## src/hdl/spdet_pkg.sv

```systemverilog
package spdet_pkg;
    // delay selector codes for the transmit sequencer settings
    localparam logic [2:0] DLY_PRESET0 = 3'h0;
    localparam logic [2:0] DLY_PRESET1 = 3'h1;
    localparam logic [2:0] DLY_PRESET2 = 3'h2;
    localparam logic [2:0] DLY_PRESET3 = 3'h3;
    localparam logic [2:0] DLY_PRESET7 = 3'h4;
    localparam logic [2:0] DLY_CMP0 = 3'h5;
    localparam logic [2:0] DLY_CMP1 = 3'h6;
    localparam logic [2:0] DLY_CMP2 = 3'h7;
    localparam logic [7:0] PRESET_0 = 8'h00;
    localparam logic [7:0] PRESET_1 = 8'h01;
    localparam logic [7:0] PRESET_2 = 8'h02;
    localparam logic [7:0] PRESET_3 = 8'h03;
    localparam logic [7:0] PRESET_7 = 8'h07;
    // comparator start source codes
    localparam logic [2:0] START_DISABLE = 3'h0;
    localparam logic [2:0] START_TX_END = 3'h1;
    localparam logic [2:0] START_RX_END = 3'h2;
    localparam logic [2:0] START_RX_ACT = 3'h3;
    localparam logic [2:0] START_RX_INACT = 3'h4;
    // comparator stop source codes
    localparam logic [2:0] STOP_OWN_EVENT = 3'h0;
    localparam logic [2:0] STOP_RX_ACT = 3'h1;
    localparam logic [2:0] STOP_RX_INACT = 3'h2;
    localparam logic [2:0] STOP_TX_START = 3'h3;
    // counter limits and reset values
    localparam int CNT_W = 9;
    localparam logic [8:0] CNT_FULL = 9'h100;
    localparam logic [8:0] CNT_RELOAD = 9'h1ff;
    localparam logic [8:0] CNT_RESET = 9'h000;
    localparam logic [7:0] SEQ_CNT_RESET = 8'h00;
    localparam logic [15:0] BAUD_CNT_RESET = 16'h0000;
endpackage : spdet_pkg

```

## src/hdl/spdet_core.sv

```systemverilog
`timescale 1ns/1ps
// Operation
// - read request while receive buffer not empty
// - i2s right-channel read request when data present
// - write request when buffer and shifter empty
// - write request on room, no half-full check
// - i2s write request when room for right
// - one service clears all three write requests
// - errors halt dma when enabled
// - one 9-bit counter, three comparators
// - start enables comparator, clears and runs counter
// - stop disables comparator, others keep counting
// - count to 256 or restart on match
// - counter stops when all comparators disabled
// - start with stop: event, stay enabled, restart
// - delays pick preset or comparator value
// - sequencer counter runs independently
// - response timeout event after compare value
// - restart gives interval, restarted status flag
// - break event after line active long enough
// - start delay, then select and setup, then shift
// - character gap before each later character
// - transmit waits for comparator 1 after receive
// - interrupt from any enabled flag
module spdet_core #(
    parameter int BAUD_W = 16
) (
    input wire logic clock,
    input wire logic rst_b,
    input wire logic [BAUD_W-1:0] baud_div,
    input wire logic i2s_mode,
    input wire logic rx_buf_not_empty,
    input wire logic rx_right_present,
    input wire logic tx_buf_full,
    input wire logic tx_buf_empty,
    input wire logic tx_shift_empty,
    input wire logic tx_right_expected,
    input wire logic dma_write_served,
    input wire logic rx_error,
    input wire logic error_halts_dma,
    input wire logic dma_resume,
    output logic dma_rx_req,
    output logic dma_rx_right_req,
    output logic dma_tx_empty_req,
    output logic tx_room_request,
    output logic dma_tx_right_req,
    input wire logic transmit_frame_end,
    input wire logic receive_frame_end,
    input wire logic receive_line_active,
    input wire logic receive_line_inactive,
    input wire logic tx_start,
    input wire logic [7:0] comparator_value0,
    input wire logic [7:0] comparator_value1,
    input wire logic [7:0] comparator_value2,
    input wire logic [2:0] comparator_start_source0,
    input wire logic [2:0] comparator_start_source1,
    input wire logic [2:0] comparator_start_source2,
    input wire logic [2:0] comparator_stop_source0,
    input wire logic [2:0] comparator_stop_source1,
    input wire logic [2:0] comparator_stop_source2,
    input wire logic [2:0] comparator_restart_enable,
    output logic comparator0_event,
    output logic comparator1_event,
    output logic comparator2_event,
    output logic counter_was_restarted,
    output logic [2:0] event_flags,
    input wire logic [2:0] event_flag_clear,
    input wire logic [2:0] event_irq_enable,
    input wire logic other_flags_pending,
    output logic irq,
    input wire logic [2:0] transmit_start_delay,
    input wire logic [2:0] select_setup_delay,
    input wire logic [2:0] character_gap_delay,
    input wire logic [2:0] select_hold_delay,
    input wire logic auto_select_drive,
    input wire logic transmit_after_receive_trigger,
    input wire logic char_done,
    output logic tx_shift_go,
    output logic select_out,
    output logic seq_busy
);

    initial begin
        if (BAUD_W < 1 || BAUD_W > 32) begin
            $error("spdet_core: BAUD_W out of range");
        end
    end

    ////////////////////////////////////////////////////////////////////////
    // baud-time tick

    logic [BAUD_W-1:0] baud_cnt_reg;
    logic [BAUD_W-1:0] baud_cnt_next;
    wire baud_tick = (baud_cnt_reg == baud_div);

    assign baud_cnt_next = baud_tick ? BAUD_W'(0) : baud_cnt_reg + BAUD_W'(1);

    always_ff @(posedge clock) begin
        if (!rst_b) begin
            baud_cnt_reg <= BAUD_W'(spdet_pkg::BAUD_CNT_RESET);
        end else begin
            baud_cnt_reg <= baud_cnt_next;
        end
    end

    ////////////////////////////////////////////////////////////////////////
    // dma requests

    logic halted_reg;
    logic halted_next;
    logic tx_empty_req_reg;
    logic tx_room_req_reg;
    logic tx_right_req_reg;

    assign halted_next = (rx_error && error_halts_dma) ? 1'b1 : (dma_resume ? 1'b0 : halted_reg);

    wire empty_cond = tx_buf_empty && tx_shift_empty && !halted_reg;
    wire room_cond = !tx_buf_full && !halted_reg;
    wire right_cond = i2s_mode && room_cond && tx_right_expected;

    assign dma_rx_req = rx_buf_not_empty && !halted_reg;
    assign dma_rx_right_req = i2s_mode && rx_right_present && !halted_reg;
    assign dma_tx_empty_req = tx_empty_req_reg;
    assign tx_room_request = tx_room_req_reg;
    assign dma_tx_right_req = tx_right_req_reg;

    always_ff @(posedge clock) begin
        if (!rst_b) begin
            halted_reg <= 1'b0;
            tx_empty_req_reg <= 1'b0;
            tx_room_req_reg <= 1'b0;
            tx_right_req_reg <= 1'b0;
        end else begin
            halted_reg <= halted_next;
            tx_empty_req_reg <= empty_cond && !dma_write_served;
            tx_room_req_reg <= room_cond && !dma_write_served;
            tx_right_req_reg <= right_cond && !dma_write_served;
        end
    end

    ////////////////////////////////////////////////////////////////////////
    // general timer

    function automatic logic start_hit(input logic [2:0] sel);
        start_hit = (sel == spdet_pkg::START_TX_END && transmit_frame_end)
            || (sel == spdet_pkg::START_RX_END && receive_frame_end)
            || (sel == spdet_pkg::START_RX_ACT && receive_line_active)
            || (sel == spdet_pkg::START_RX_INACT && receive_line_inactive);
    endfunction : start_hit

    function automatic logic stop_hit(input logic [2:0] sel, input logic own);
        stop_hit = (sel == spdet_pkg::STOP_OWN_EVENT && own)
            || (sel == spdet_pkg::STOP_RX_ACT && receive_line_active)
            || (sel == spdet_pkg::STOP_RX_INACT && receive_line_inactive)
            || (sel == spdet_pkg::STOP_TX_START && tx_start);
    endfunction : stop_hit

    wire [7:0] cmp_val [3];
    wire [2:0] start_sel [3];
    wire [2:0] stop_sel [3];
    assign cmp_val[0] = comparator_value0;
    assign cmp_val[1] = comparator_value1;
    assign cmp_val[2] = comparator_value2;
    assign start_sel[0] = comparator_start_source0;
    assign start_sel[1] = comparator_start_source1;
    assign start_sel[2] = comparator_start_source2;
    assign stop_sel[0] = comparator_stop_source0;
    assign stop_sel[1] = comparator_stop_source1;
    assign stop_sel[2] = comparator_stop_source2;

    logic [spdet_pkg::CNT_W-1:0] cnt_reg;
    logic [spdet_pkg::CNT_W-1:0] cnt_next;
    logic [2:0] en_reg;
    logic [2:0] en_next;
    logic [2:0] ev_reg;
    logic [2:0] match;
    logic [2:0] start_now;
    logic [2:0] stop_now;
    logic [2:0] both_now;
    logic [2:0] restart_now;
    logic [2:0] flags_reg;
    logic restarted_reg;
    logic irq_reg;

    wire counting = (|en_reg) && (cnt_reg != spdet_pkg::CNT_FULL);
    wire [spdet_pkg::CNT_W-1:0] cnt_inc = cnt_reg + spdet_pkg::CNT_W'(1);

    genvar gi;
    generate
        for (gi = 0; gi < 3; gi++) begin : g_cmp
            assign match[gi] = en_reg[gi] && counting && baud_tick
                && (cnt_inc == {1'b0, cmp_val[gi]});
            assign start_now[gi] = start_hit(start_sel[gi]);
            assign stop_now[gi] = stop_hit(stop_sel[gi], match[gi]);
            assign both_now[gi] = start_now[gi] && stop_now[gi];
            assign restart_now[gi] = match[gi] && comparator_restart_enable[gi];
            assign en_next[gi] = start_now[gi] ? 1'b1 :
                (((stop_now[gi] && !restart_now[gi])
                || (start_sel[gi] == spdet_pkg::START_DISABLE)) ? 1'b0 : en_reg[gi]);
        end
    endgenerate

    assign cnt_next = (|start_now) ? spdet_pkg::CNT_RESET :
        ((|restart_now) ? spdet_pkg::CNT_RELOAD :
        ((counting && baud_tick) ? cnt_inc : cnt_reg));

    wire [2:0] ev_now = match | both_now;

    always_ff @(posedge clock) begin
        if (!rst_b) begin
            cnt_reg <= spdet_pkg::CNT_RESET;
            en_reg <= 3'h0;
            ev_reg <= 3'h0;
            flags_reg <= 3'h0;
            restarted_reg <= 1'b0;
            irq_reg <= 1'b0;
        end else begin
            cnt_reg <= cnt_next;
            en_reg <= en_next;
            ev_reg <= ev_now;
            flags_reg <= ev_now | (flags_reg & ~event_flag_clear);
            restarted_reg <= (|restart_now) ? 1'b1 : ((|start_now) ? 1'b0 : restarted_reg);
            irq_reg <= (|(flags_reg & event_irq_enable)) || other_flags_pending;
        end
    end

    assign comparator0_event = ev_reg[0];
    assign comparator1_event = ev_reg[1];
    assign comparator2_event = ev_reg[2];
    assign event_flags = flags_reg;
    assign counter_was_restarted = restarted_reg;
    assign irq = irq_reg;

    ////////////////////////////////////////////////////////////////////////
    // transmit sequencer

    typedef enum logic [2:0] {
        SEQ_IDLE,
        SEQ_TRIG,
        SEQ_DELAY,
        SEQ_SETUP,
        SEQ_SHIFT,
        SEQ_GAP,
        SEQ_HOLD
    } spdet_seq_e;

    function automatic logic [7:0] delay_of(input logic [2:0] sel);
        case (sel)
            spdet_pkg::DLY_PRESET0: delay_of = spdet_pkg::PRESET_0;
            spdet_pkg::DLY_PRESET1: delay_of = spdet_pkg::PRESET_1;
            spdet_pkg::DLY_PRESET2: delay_of = spdet_pkg::PRESET_2;
            spdet_pkg::DLY_PRESET3: delay_of = spdet_pkg::PRESET_3;
            spdet_pkg::DLY_PRESET7: delay_of = spdet_pkg::PRESET_7;
            spdet_pkg::DLY_CMP0: delay_of = comparator_value0;
            spdet_pkg::DLY_CMP1: delay_of = comparator_value1;
            default: delay_of = comparator_value2;
        endcase
    endfunction : delay_of

    spdet_seq_e seq_reg;
    spdet_seq_e seq_next;
    logic [7:0] seq_cnt_reg;
    logic [7:0] seq_cnt_next;
    logic [7:0] target;
    logic go_reg;
    logic go_next;
    logic sel_reg;
    logic sel_next;

    wire seq_done = (seq_cnt_reg == target);

    always_comb begin
        seq_next = seq_reg;
        go_next = 1'b0;
        target = spdet_pkg::PRESET_0;
        case (seq_reg)
            SEQ_IDLE: begin
                if (!tx_buf_empty) begin
                    seq_next = transmit_after_receive_trigger ? SEQ_TRIG : SEQ_DELAY;
                end
            end
            SEQ_TRIG: begin
                if (ev_reg[1]) begin
                    seq_next = SEQ_DELAY;
                end
            end
            SEQ_DELAY: begin
                target = delay_of(transmit_start_delay);
                if (seq_done) begin
                    seq_next = SEQ_SETUP;
                end
            end
            SEQ_SETUP: begin
                target = delay_of(select_setup_delay);
                if (seq_done) begin
                    seq_next = SEQ_SHIFT;
                    go_next = 1'b1;
                end
            end
            SEQ_SHIFT: begin
                if (char_done) begin
                    seq_next = tx_buf_empty ? SEQ_HOLD : SEQ_GAP;
                end
            end
            SEQ_GAP: begin
                target = delay_of(character_gap_delay);
                if (seq_done) begin
                    seq_next = SEQ_SHIFT;
                    go_next = 1'b1;
                end
            end
            SEQ_HOLD: begin
                target = delay_of(select_hold_delay);
                if (seq_done) begin
                    seq_next = SEQ_IDLE;
                end
            end
            default: seq_next = SEQ_IDLE;
        endcase
    end

    assign seq_cnt_next = (seq_next != seq_reg) ? spdet_pkg::SEQ_CNT_RESET :
        (baud_tick ? seq_cnt_reg + 8'h01 : seq_cnt_reg);

    assign sel_next = (seq_next == SEQ_SETUP) || (seq_next == SEQ_SHIFT)
        || (auto_select_drive && ((seq_next == SEQ_GAP) || (seq_next == SEQ_HOLD)));

    always_ff @(posedge clock) begin
        if (!rst_b) begin
            seq_reg <= SEQ_IDLE;
            seq_cnt_reg <= spdet_pkg::SEQ_CNT_RESET;
            go_reg <= 1'b0;
            sel_reg <= 1'b0;
        end else begin
            seq_reg <= seq_next;
            seq_cnt_reg <= seq_cnt_next;
            go_reg <= go_next;
            sel_reg <= sel_next;
        end
    end

    assign tx_shift_go = go_reg;
    assign select_out = sel_reg;
    assign seq_busy = (seq_reg != SEQ_IDLE);

endmodule : spdet_core

```

## config.mk

```make
export PLATFORM = sky130hd
export DESIGN_NAME = spdet_core
export DESIGN_NICKNAME = d
export VERILOG_FILES = /design/src/hdl/spdet_pkg.sv /design/src/hdl/spdet_core.sv
export SDC_FILE = /design/constraint.sdc
export NUM_CORES = 1
export LEC_CHECK = 0
export BUFFER_PORTS_ARGS = -buffer_cell sky130_fd_sc_hd__buf_4
export CAP_MARGIN = 0
export CORE_ASPECT_RATIO = 0.5
export CORE_UTILIZATION = 49
export DETAILED_ROUTE_END_ITERATION = 6
export GPL_ROUTABILITY_DRIVEN = 0
export PLACE_DENSITY = 0.75
export SLEW_MARGIN = 20
export SYNTH_ARGS = -nofsm -noshare
export SYNTH_HDL_FRONTEND = slang
export SYNTH_SLANG_ARGS = --single-unit
```

## constraint.sdc

```tcl
create_clock -name clock -period 2.4 [get_ports clock]
set_input_delay 0.24 -clock clock [delete_from_list [all_inputs] [get_ports clock]]
set_output_delay 0.24 -clock clock [all_outputs]
set_load 0.005 [all_outputs]
```

After elaboration in Yosys (flattened, before gate mapping). Cells that the tools add are included.

ROM bits: 0. Bits of input ports: 101. Output and inout port bits: 16. Register bits: 53. Bits in latches: 0. Memories kept: 0. Bits in writable memories: 0. Logic and storage cells: 230.

Reductions and logical operators: 115. Div/mod/pow operators: 0. Add/subtract/negate cells: 3. Multipliers: 0. Bitwise gates (word level): 6. $lt $le $gt $ge: 0. Equal/unequal tests: 62. Shift operators: 0. Muxes and demuxes: 27.

Operator list (number): $pmux 8 s7 (4); $eq 3x2->1 const B (23); $eq 3x3->1 const B (21); $logic_and 1x1->1 (57); $eq 3x1->1 const B (11); $logic_not 3->1 (11); $pmux 8 s4 (1); $eq 9x8->1 (3); $logic_or 1x1->1 (25); $mux 3 (6); $mux 9 (2); $pmux 3 s6 (1); $add 16x1->16 const B (1); $eq 16x16->1 (1); $reduce_bool 2->1 (6); $reduce_or 3->1 (4); $mux 1 (11); $add 9x1->9 const B (1); $ne 9x9->1 const B (1); $add 8x1->8 const B (1); $eq 8x8->1 (1); $and 3x3->3 (2); $logic_not 1->1 (6); $or 3x3->3 (2); other kinds (8) (11).

Logic depth before layout (Yosys ltp). Gate-level depths: netlist (run 1).

Depth in word-level cells: 13. Gate-level depth with buffers: 11.

Worst setup path before layout (run 1). No wires, ideal clock.

Kind: register to register. Start: reg cnt_reg[0] (netlist bit). End: reg cnt_reg[0] (netlist bit). Setup slack: -252 ps. Buffers on the path: 1. Stages on the path, launching flop included: 12. Arrival time: 2575 ps. Setup time: 77 ps. Clock period less this slack: 2652 ps. Path through: dfxtp_1 clkbuf_1 inv_1 ha_1 xnor2_1 nand4_1 or4_1 nor4_1 nor3b_1 and2_1 nor3_2 a21oi_1.

Word-level cells in the longest chain between the ends: 8.

Ends and longest elaborated chain: from (decl) (line spdet_core.sv:171) `logic [spdet_pkg::CNT_W-1:0] cnt_reg;`; from (signal assigned) (line spdet_core.sv:211) `cnt_reg <= spdet_pkg::CNT_RESET;`; from (signal assigned) (line spdet_core.sv:218) `cnt_reg <= cnt_next;`; branches (longest 8 deep; another with $add 9x1->9).

Several ways; the timed one is not identified. The select of a mux whose other input is x is not followed. A chain may end at the register's enable or synchronous reset.

Final worst setup path (run 1).
Start: reg seq_reg[1]. End: reg sel_reg (netlist: select_out).

Word-level cells in the longest chain between the ends: 9.

Ends and longest elaborated chain: from (decl) (line spdet_core.sv:260) `spdet_seq_e seq_reg;`; from (signal assigned) (line spdet_core.sv:335) `seq_reg <= seq_next;`; $eq 3x3->1 / $eq 3x2->1 (equally long branches) (line spdet_core.sv:276) `case (seq_reg)`; $pmux 8 s4 (line spdet_core.sv:276); $eq 8x8->1 (line spdet_core.sv:270) `wire seq_done = (seq_cnt_reg == target);`; $mux 3 (on tied branches); $pmux 3 s6 (*) (line spdet_core.sv:276); $eq 3x3->1 (line spdet_core.sv:326) `|| (auto_select_drive && ((seq_next == SEQ_GAP) || (seq_next == SEQ_HOLD)));`; $logic_or 1x1->1 (line spdet_core.sv:326); $logic_and 1x1->1 (line spdet_core.sv:326); $logic_or 1x1->1 (*) (line spdet_core.sv:326); to (signal assigned) (line spdet_core.sv:338) `sel_reg <= sel_next;`; to (decl) (line spdet_core.sv:267) `logic sel_reg;`.

Mark *: on every way between the ends. The rest lies on a longest branch, timed or not.

==> reports/results.ini, run 1 <==
[setup_path]
cp.arrival_ns=3.08
worstSetupEndpointType=register
r2r_start=seq_reg[1]$_SDFF_PN0_
ff2ff_path_depth=12
path_class=register to register
startpoint_type=register
required_ns=2.56
rrSetupSlack_ns=-0.53
r2r-end=select_out$_SDFF_PN0_
crit_path_start=seq_reg[1]$_SDFF_PN0_
cp_max_fo=7

[floorplan]
die_w_um=134.8
rows=23
dieArea_um2=9217
die_h_um=68.39
core_um2=8259
initial_utilization=0.5230
io_pins=117

[clock_network]
htree_num_levels=2
cts_tree=built
cts.reportedPaths.clkPinSlew_ns=0.07
numCtsBuffers=5
ctsRootBufferMaster=clkbuf_16
clk_latency_ns=0.30
clk_path_buf_depth=2
cts.sinks=53

[detailed_routing]
drt-vias-per-instance=6.286
dr.pass1.iters=7
wl_um=17520
wl_per_cell_um=19.86
drc=0
vias=5544
drtAntennaViolNets=0
drt_iter0_drc=549

[yosys]
mappedNetlistArea_um2=4319
synth_nets=652
synthMuxAreaShare=0.01941
synth_ff_type=dfxtp_1
synth-async-reset-ratio=0
ys_ff_latch=53
synthCells=547
synth_xor_area_frac=0.1622
synthSimpleGateAreaFrac=0.2920
synth_top_family_by_area=simple AND/OR/NAND/NOR gates
synth-edff-count=0
avgSynthCellArea_um2=7.896
post_synth_fa_ha_maj_area_fraction=0.01159
synth_compound_area_frac=0.2231
ys_seq_area_frac=0.2457
ys_types=75
yosysWarnings=0

[run_status]
outcome=complete, but fails checks
violations=setup timing

[layout]
largest_reg_flops=16
multi_input_area_um2=3476
final_area_um2=6710
final-instance-count-excl-fill=882
n_antenna_cell=0
drive_gt1_frac=0.4455
utilization=0.8125
fillers=487
seqCellArea_um2=1074
area_growth_pct=55.36
nNetsFinal=874

[pwr]
max-vdd-ir-drop_mv=0.3088
p_int_uw=1933
p_leak_uw=0.002815
power_frac_seq=0.325
netSwitchingPower_uw=940.9
clkPwrFrac=0.290
p_comb_frac=0.385
power.density_nw_per_um2=428.3
switching_share=0.3273

[run]
max_cap_violations=0

[sta]
finalCritPeriodShare=1.219
setup_slack_ns=-0.5266
rsz0062_at_grt=true
finalHoldViolCount=0
fmax_ghz=0.3417
finalSetupViolCount=32
max-slew-margin-rel=0.5023
fin_skew_ns=0.006192
drv_slew=0
worst_pin_slew_ns=0.7458
min_period_ns=2.927

[place]
dp_cells=849
dp_hpwl_um=11290
place_area_um2=5958
io_buffers=116

[global_route]
grt_usage=0.3576
grt_overflow_total=0
grt_pass1_vias=5173
antenna_found_initial=0
grt_max_degree=17
grt_pass1_wl_um=25500

[hold_path]
min-delay-start=dma_write_served
hold_class=input port to register
hold_depth=2
hold_end=dma_tx_empty_req$_SDFF_PN0_

==> layer usage <==
metal	routed length, µm	global-route usage	up-vias	part of all wire
met1	6966	0.4309	2556	0.40
met4	830	0.1573	0	0.047
met5	0	0	-	0
met2	7692	0.6302	432	0.44
li1	-	-	2443	-
met3	2030	0.07481	113	0.12
==> worst max path at each step <==
stage | to | slack, ns | cells past startpoint
after CTS | select_out$_SDFF_PN0_ | -0.25 | 11
after global placement | seq_cnt_reg[5]$_SDFFE_PP0N_ | -0.35 | 10
after global routing | select_out$_SDFF_PN0_ | -0.59 | 12
after detailed placement | select_out$_SDFF_PN0_ | -0.42 | 13
after floorplan | seq_cnt_reg[2]$_SDFFE_PP0N_ | -0.23 | 10
final | select_out$_SDFF_PN0_ | -0.53 | 12
==> through the flow <==
| stage | total power (µW) | hold WS [ns] | setup TNS, ns | worst slack, ns |
|---|---|---|---|---|
| 4_1_cts | 2701 | 0.1127 | -5.984 | -0.2535 |
| 3_5_place_dp | 1806 | 0.4196 | -9.319 | -0.4174 |
| 6_report | 2874 | 0.1126 | -11.87 | -0.5266 |
| 5_1_grt | 2961 | 0.1212 | -13.26 | -0.5871 |
| 3_3_place_gp | 1790 | 0.4144 | -6.413 | -0.3476 |
| 2_1_floorplan | 1387 | 0.3161 | -2.339 | -0.2261 |
==> synth_stat cells (4+ instances only) <==
cell,number,share of area
a21oi_1,44,0.051
a221oi_1,4,0.0081
a31oi_1,7,0.010
and2_1,4,0.0058
and3_1,9,0.013
and3b_1,7,0.014
buf_2,7,0.0081
buf_6,4,0.010
clkbuf_1,4,0.0035
dfxtp_1,53,0.25
ha_1,4,0.012
inv_1,16,0.014
mux2i_1,5,0.012
nand2_1,48,0.042
nand2b_1,5,0.0072
nand3_1,13,0.015
nand3b_1,10,0.017
nand4_1,11,0.016
nor2_1,55,0.048
nor2b_1,9,0.013
nor3_1,10,0.012
nor4_1,13,0.019
o21ai_0,16,0.019
o221ai_1,12,0.024
o22ai_1,8,0.012
o2bb2ai_1,7,0.014
o31ai_1,4,0.0070
or4_1,5,0.0087
xnor2_1,38,0.077
xor2_1,42,0.085
==> cells in the final DEF (no fill, tap or decap), drive strengths merged, types with 4 or more instances in the layout <==
cell type | Yosys | final
nand3b | 10 | 10
o22ai | 8 | 8
a21oi | 44 | 44
and3b | 11 | 11
a31oi | 7 | 7
nor2 | 55 | 55
mux2i | 5 | 5
o31ai | 4 | 4
and3 | 11 | 11
buf | 16 | 235
inv | 16 | 16
dfxtp | 53 | 53
nor2b | 11 | 11
o21ai | 21 | 21
clkbuf | 5 | 6
o2bb2ai | 8 | 8
nor4 | 15 | 15
a221oi | 4 | 4
ha | 4 | 4
nand4 | 11 | 11
or4 | 6 | 6
nand3 | 13 | 13
xnor2 | 38 | 38
xor2 | 42 | 42
a2111oi | 4 | 4
or3 | 5 | 5
nor3 | 12 | 13
nand2b | 5 | 5
and2 | 6 | 6
o221ai | 12 | 12
nand2 | 51 | 51
==> power by group through the flow <==
stage | Sequential, µW | Combinational (µW) | Clock [µW]
2_1_floorplan | 944 | 443 | 0
3_5_place_dp | 950 | 855 | 0
4_1_cts | 933 | 941 | 827
5_1_grt | 937 | 1160 | 862
6_report | 935 | 1110 | 832
3_3_place_gp | 949 | 840 | 0
==> cell families (layout without fill, tap and decap cells) <==
kind of cell    count (synthesis)  after routing
xor+xnor                       80             80
flops                          53             53
buf+inv                        37            259
mux                             8              8
fa+ha+maj                       4              4
simple gates                  228            229
compound gates                137            137
==> repair_timing <==
action                     CTS  global route
gates cloned                 1             0
setup endpoints to repair   32            32
setup buffers               23             5
hold buffers                 0             0
gates resized for setup     49            43
pin swaps                   32            27
==> cell type report <==
cell class / count / share of cell area
Inverter: 16 / 0.009323
Sequential cell: 53 / 0.1600
Timing Repair Buffer: 235 / 0.2668
Clock buffer: 6 / 0.01921
Multi-Input combinational cell: 458 / 0.5180
Clock inverter: 2 / 0.005780
Tap cell: 112 / 0.02088
==> worst max-delay path, stage by stage, from the launching register on <==
cell and delay (ns):
dfxtp_2 0.34, buf_4 0.15, and3b_2 0.25, and2_4 0.18, a22oi_2 0.17, a21oi_1 0.12, or4_4 0.57, a2111oi_4 0.28
buf_6 0.21, buf_4 0.15, nand2_4 0.08, a31oi_4 0.18, o32ai_2 0.11
Note: power is estimated with default switching activity, not from simulation.
==> run 2: changes to the inputs <==
--- a/config.mk
+++ b/config.mk
@@ -8,10 +8,11 @@
 export BUFFER_PORTS_ARGS = -buffer_cell sky130_fd_sc_hd__buf_4
 export CAP_MARGIN = 0
 export CORE_ASPECT_RATIO = 0.5
-export CORE_UTILIZATION = 49
+export CORE_UTILIZATION = 50
+export CTS_BUF_LIST = sky130_fd_sc_hd__clkbuf_4 sky130_fd_sc_hd__clkbuf_8
 export DETAILED_ROUTE_END_ITERATION = 6
 export GPL_ROUTABILITY_DRIVEN = 0
-export PLACE_DENSITY = 0.75
+export PLACE_DENSITY = 0.8
 export SLEW_MARGIN = 20
 export SYNTH_ARGS = -nofsm -noshare
 export SYNTH_HDL_FRONTEND = slang
==> run 2 against run 1 <==
Effect of this change:
- the run still ends with setup timing left
- global-route usage decreased by 0.96 points
- die area is 2.0% lower
- combinational power about the same
- highest routed layer unchanged
- largest power group unchanged
- flip-flop and latch count stayed put
- maximum frequency rose by 1.3%
- critical endpoint is now seq_cnt_reg[7]$_SDFFE_PP0N_
- sequential share of layout area rose by 0.43 points
- core utilization down 1.2 points
- wire length grew 4.0%
- worst setup slack improved by 0.038 ns
- register-to-register slack better by 0.04 ns
- total power fell by 9.9%
==> reports/results.ini, run 2 (same netlist as run 1, synthesis figures left out) <==
[clock_network]
cts.sinks=53  ; unchanged
clk_path_buf_depth=2  ; unchanged
clk_latency_ns=0.33  ; +0.03 ns
cts_hold_buf=0  ; unchanged
cts_tree=built
cts.reportedPaths.clkPinSlew_ns=0.11  ; +0.04 ns
htree_num_levels=2  ; unchanged
ctsRootBufferMaster=clkbuf_8
numCtsBuffers=5  ; unchanged

[pwr]
power.density_nw_per_um2=395.7  ; -7.6%
p_leak_uw=0.002717  ; -3.5%
max-vdd-ir-drop_mv=0.2629  ; -15%

[detailed_routing]
wl_um=18230  ; +4.0%
drt-vias-per-instance=6.480  ; +3.1%
wl_per_cell_um=21.00  ; +5.7%
drt_iter0_drc=636  ; +16%
drc=0  ; unchanged
drtAntennaViolNets=0  ; unchanged
dr.pass1.iters=6  ; -1
vias=5625  ; +1.5%

[layout]
drive_gt1_frac=0.4444  ; -0.001010
largest_reg_flops=16  ; unchanged
n_antenna_cell=0  ; unchanged
layout_common_cells=buf_4, nor2_1, nand2_1, dfxtp_1, xor2_1
final-instance-count-excl-fill=868  ; -1.6%
final_common_cell=buf_4
area_growth_pct=51.45
nNetsFinal=860  ; -1.6%

[global_route]
antenna_found_initial=0  ; unchanged
grt_overflow_total=0  ; unchanged
grt_usage=0.3479  ; -0.009633
grt_pass1_vias=5019  ; -3.0%
grt_pass1_wl_um=24520  ; -3.8%
grt_max_degree=18  ; +1

[setup_path]
required_ns=2.61  ; +0.05 ns
cp.arrival_ns=3.10  ; +0.02 ns
worstSetupEndpointType=register
path_class=register to register
startpoint_type=register
cp_max_fo=8  ; +1

[sta]
fin_skew_ns=0.01353  ; +0.007335 ns
finalSetupViolCount=32  ; unchanged
rsz0062_at_grt=true
fmax_ghz=0.3461  ; +1.3%
min_period_ns=2.889  ; -0.03757 ns
finalHoldViolCount=0  ; unchanged
setup_slack_ns=-0.4891  ; +0.03758 ns
setup-tns-final_ns=-10.87  ; +0.9981 ns
max-slew-margin-rel=0.5513  ; +0.04908
finalCritPeriodShare=1.204  ; -0.01566
worst_pin_slew_ns=0.6710  ; -0.07479 ns
drv_slew=0  ; unchanged

[floorplan]
rows=23  ; unchanged
core_um2=8173  ; -1.0%
die_w_um=133.4  ; -0.99%
io_pins=117  ; unchanged
dieArea_um2=9037  ; -2.0%
die_h_um=67.72  ; -0.97%
initial_utilization=0.5285  ; +0.005524

[place]
dp_hpwl_um=11350  ; +0.49%
io_buffers=116  ; unchanged
dp_cells=851  ; +0.24%

[run]
max_cap_violations=0  ; unchanged

[hold_path]
hold_class=input port to register

[run_status]
outcome=complete, but fails checks
violations=setup timing

## run 2: metal layers
layer	wire length (µm)	global-route usage	vias up
met2	7902	0.6204	454
met4	1117	0.1222	0
li1	-	-	2410
met3	2373	0.06982	142
met1	6833	0.4258	2619
met5	0	0	-
## run 2: final cells by class
class / instances / area (µm²)
Tap cell: 112 / 140.1
Fill cell: 498 / 1632
Inverter: 16 / 60.06
Clock buffer: 5 / 68.82
Multi-Input combinational cell: 458 / 3480
Timing Repair Buffer: 221 / 1697
Clock inverter: 3 / 21.27
Sequential cell: 53 / 1075
## run 2: worst paths after layout
path	start	to	slack [ns]	depth (start not counted)
worst min register to register	counter_was_restarted$_SDFFE_PN0P_	counter_was_restarted$_SDFFE_PN0P_	0.51	2
worst max register to register	seq_reg[0]$_SDFF_PN0_	seq_cnt_reg[7]$_SDFFE_PP0N_	-0.49	11
worst min-delay path	dma_write_served	dma_tx_empty_req$_SDFF_PN0_	0.08	2
worst max-delay path	seq_reg[0]$_SDFF_PN0_	seq_cnt_reg[7]$_SDFFE_PP0N_	-0.49	11
## run 2: where the power goes
| group | switching [µW] | internal [µW] |
|---|---|---|
| registers | 32.2 | 909 |
| clock network | 342 | 208 |
| logic | 575 | 522 |
| total | 949 | 1640 |
## run 2: per-stage QoR
step	instance area (µm²)	util	total power, µW	hold WS (ns)	setup slack, ns
floorplan	4377	-	1387	0.3161	-0.2261
global placement	5973	0.7309	1790	0.4141	-0.3166
detailed placement	5973	0.7309	1815	0.4158	-0.4609
CTS	6295	0.7702	2425	0.07729	-0.3226
global route	6541	0.8004	2644	0.07487	-0.5391
finish	6541	0.8004	2589	0.07789	-0.4891
## run 2: timing repair
action,in CTS,in global routing
resized for setup,44,49
buffers inserted,6,2
pin swaps,31,18
cloned,1,0
endpoints found under the setup margin,32,32
## run 2: worst max-delay path, cell delays in order, from the launching register on
cell       delay [ns]
dfxtp_4          0.40
and3b_2          0.27
and2_2           0.24
a22oi_2          0.20
a21oi_2          0.10
or4_4            0.57
a2111oi_4        0.28
buf_6            0.21
a41oi_2          0.13
o21ai_2          0.15
buf_6            0.17
nor2_2           0.06
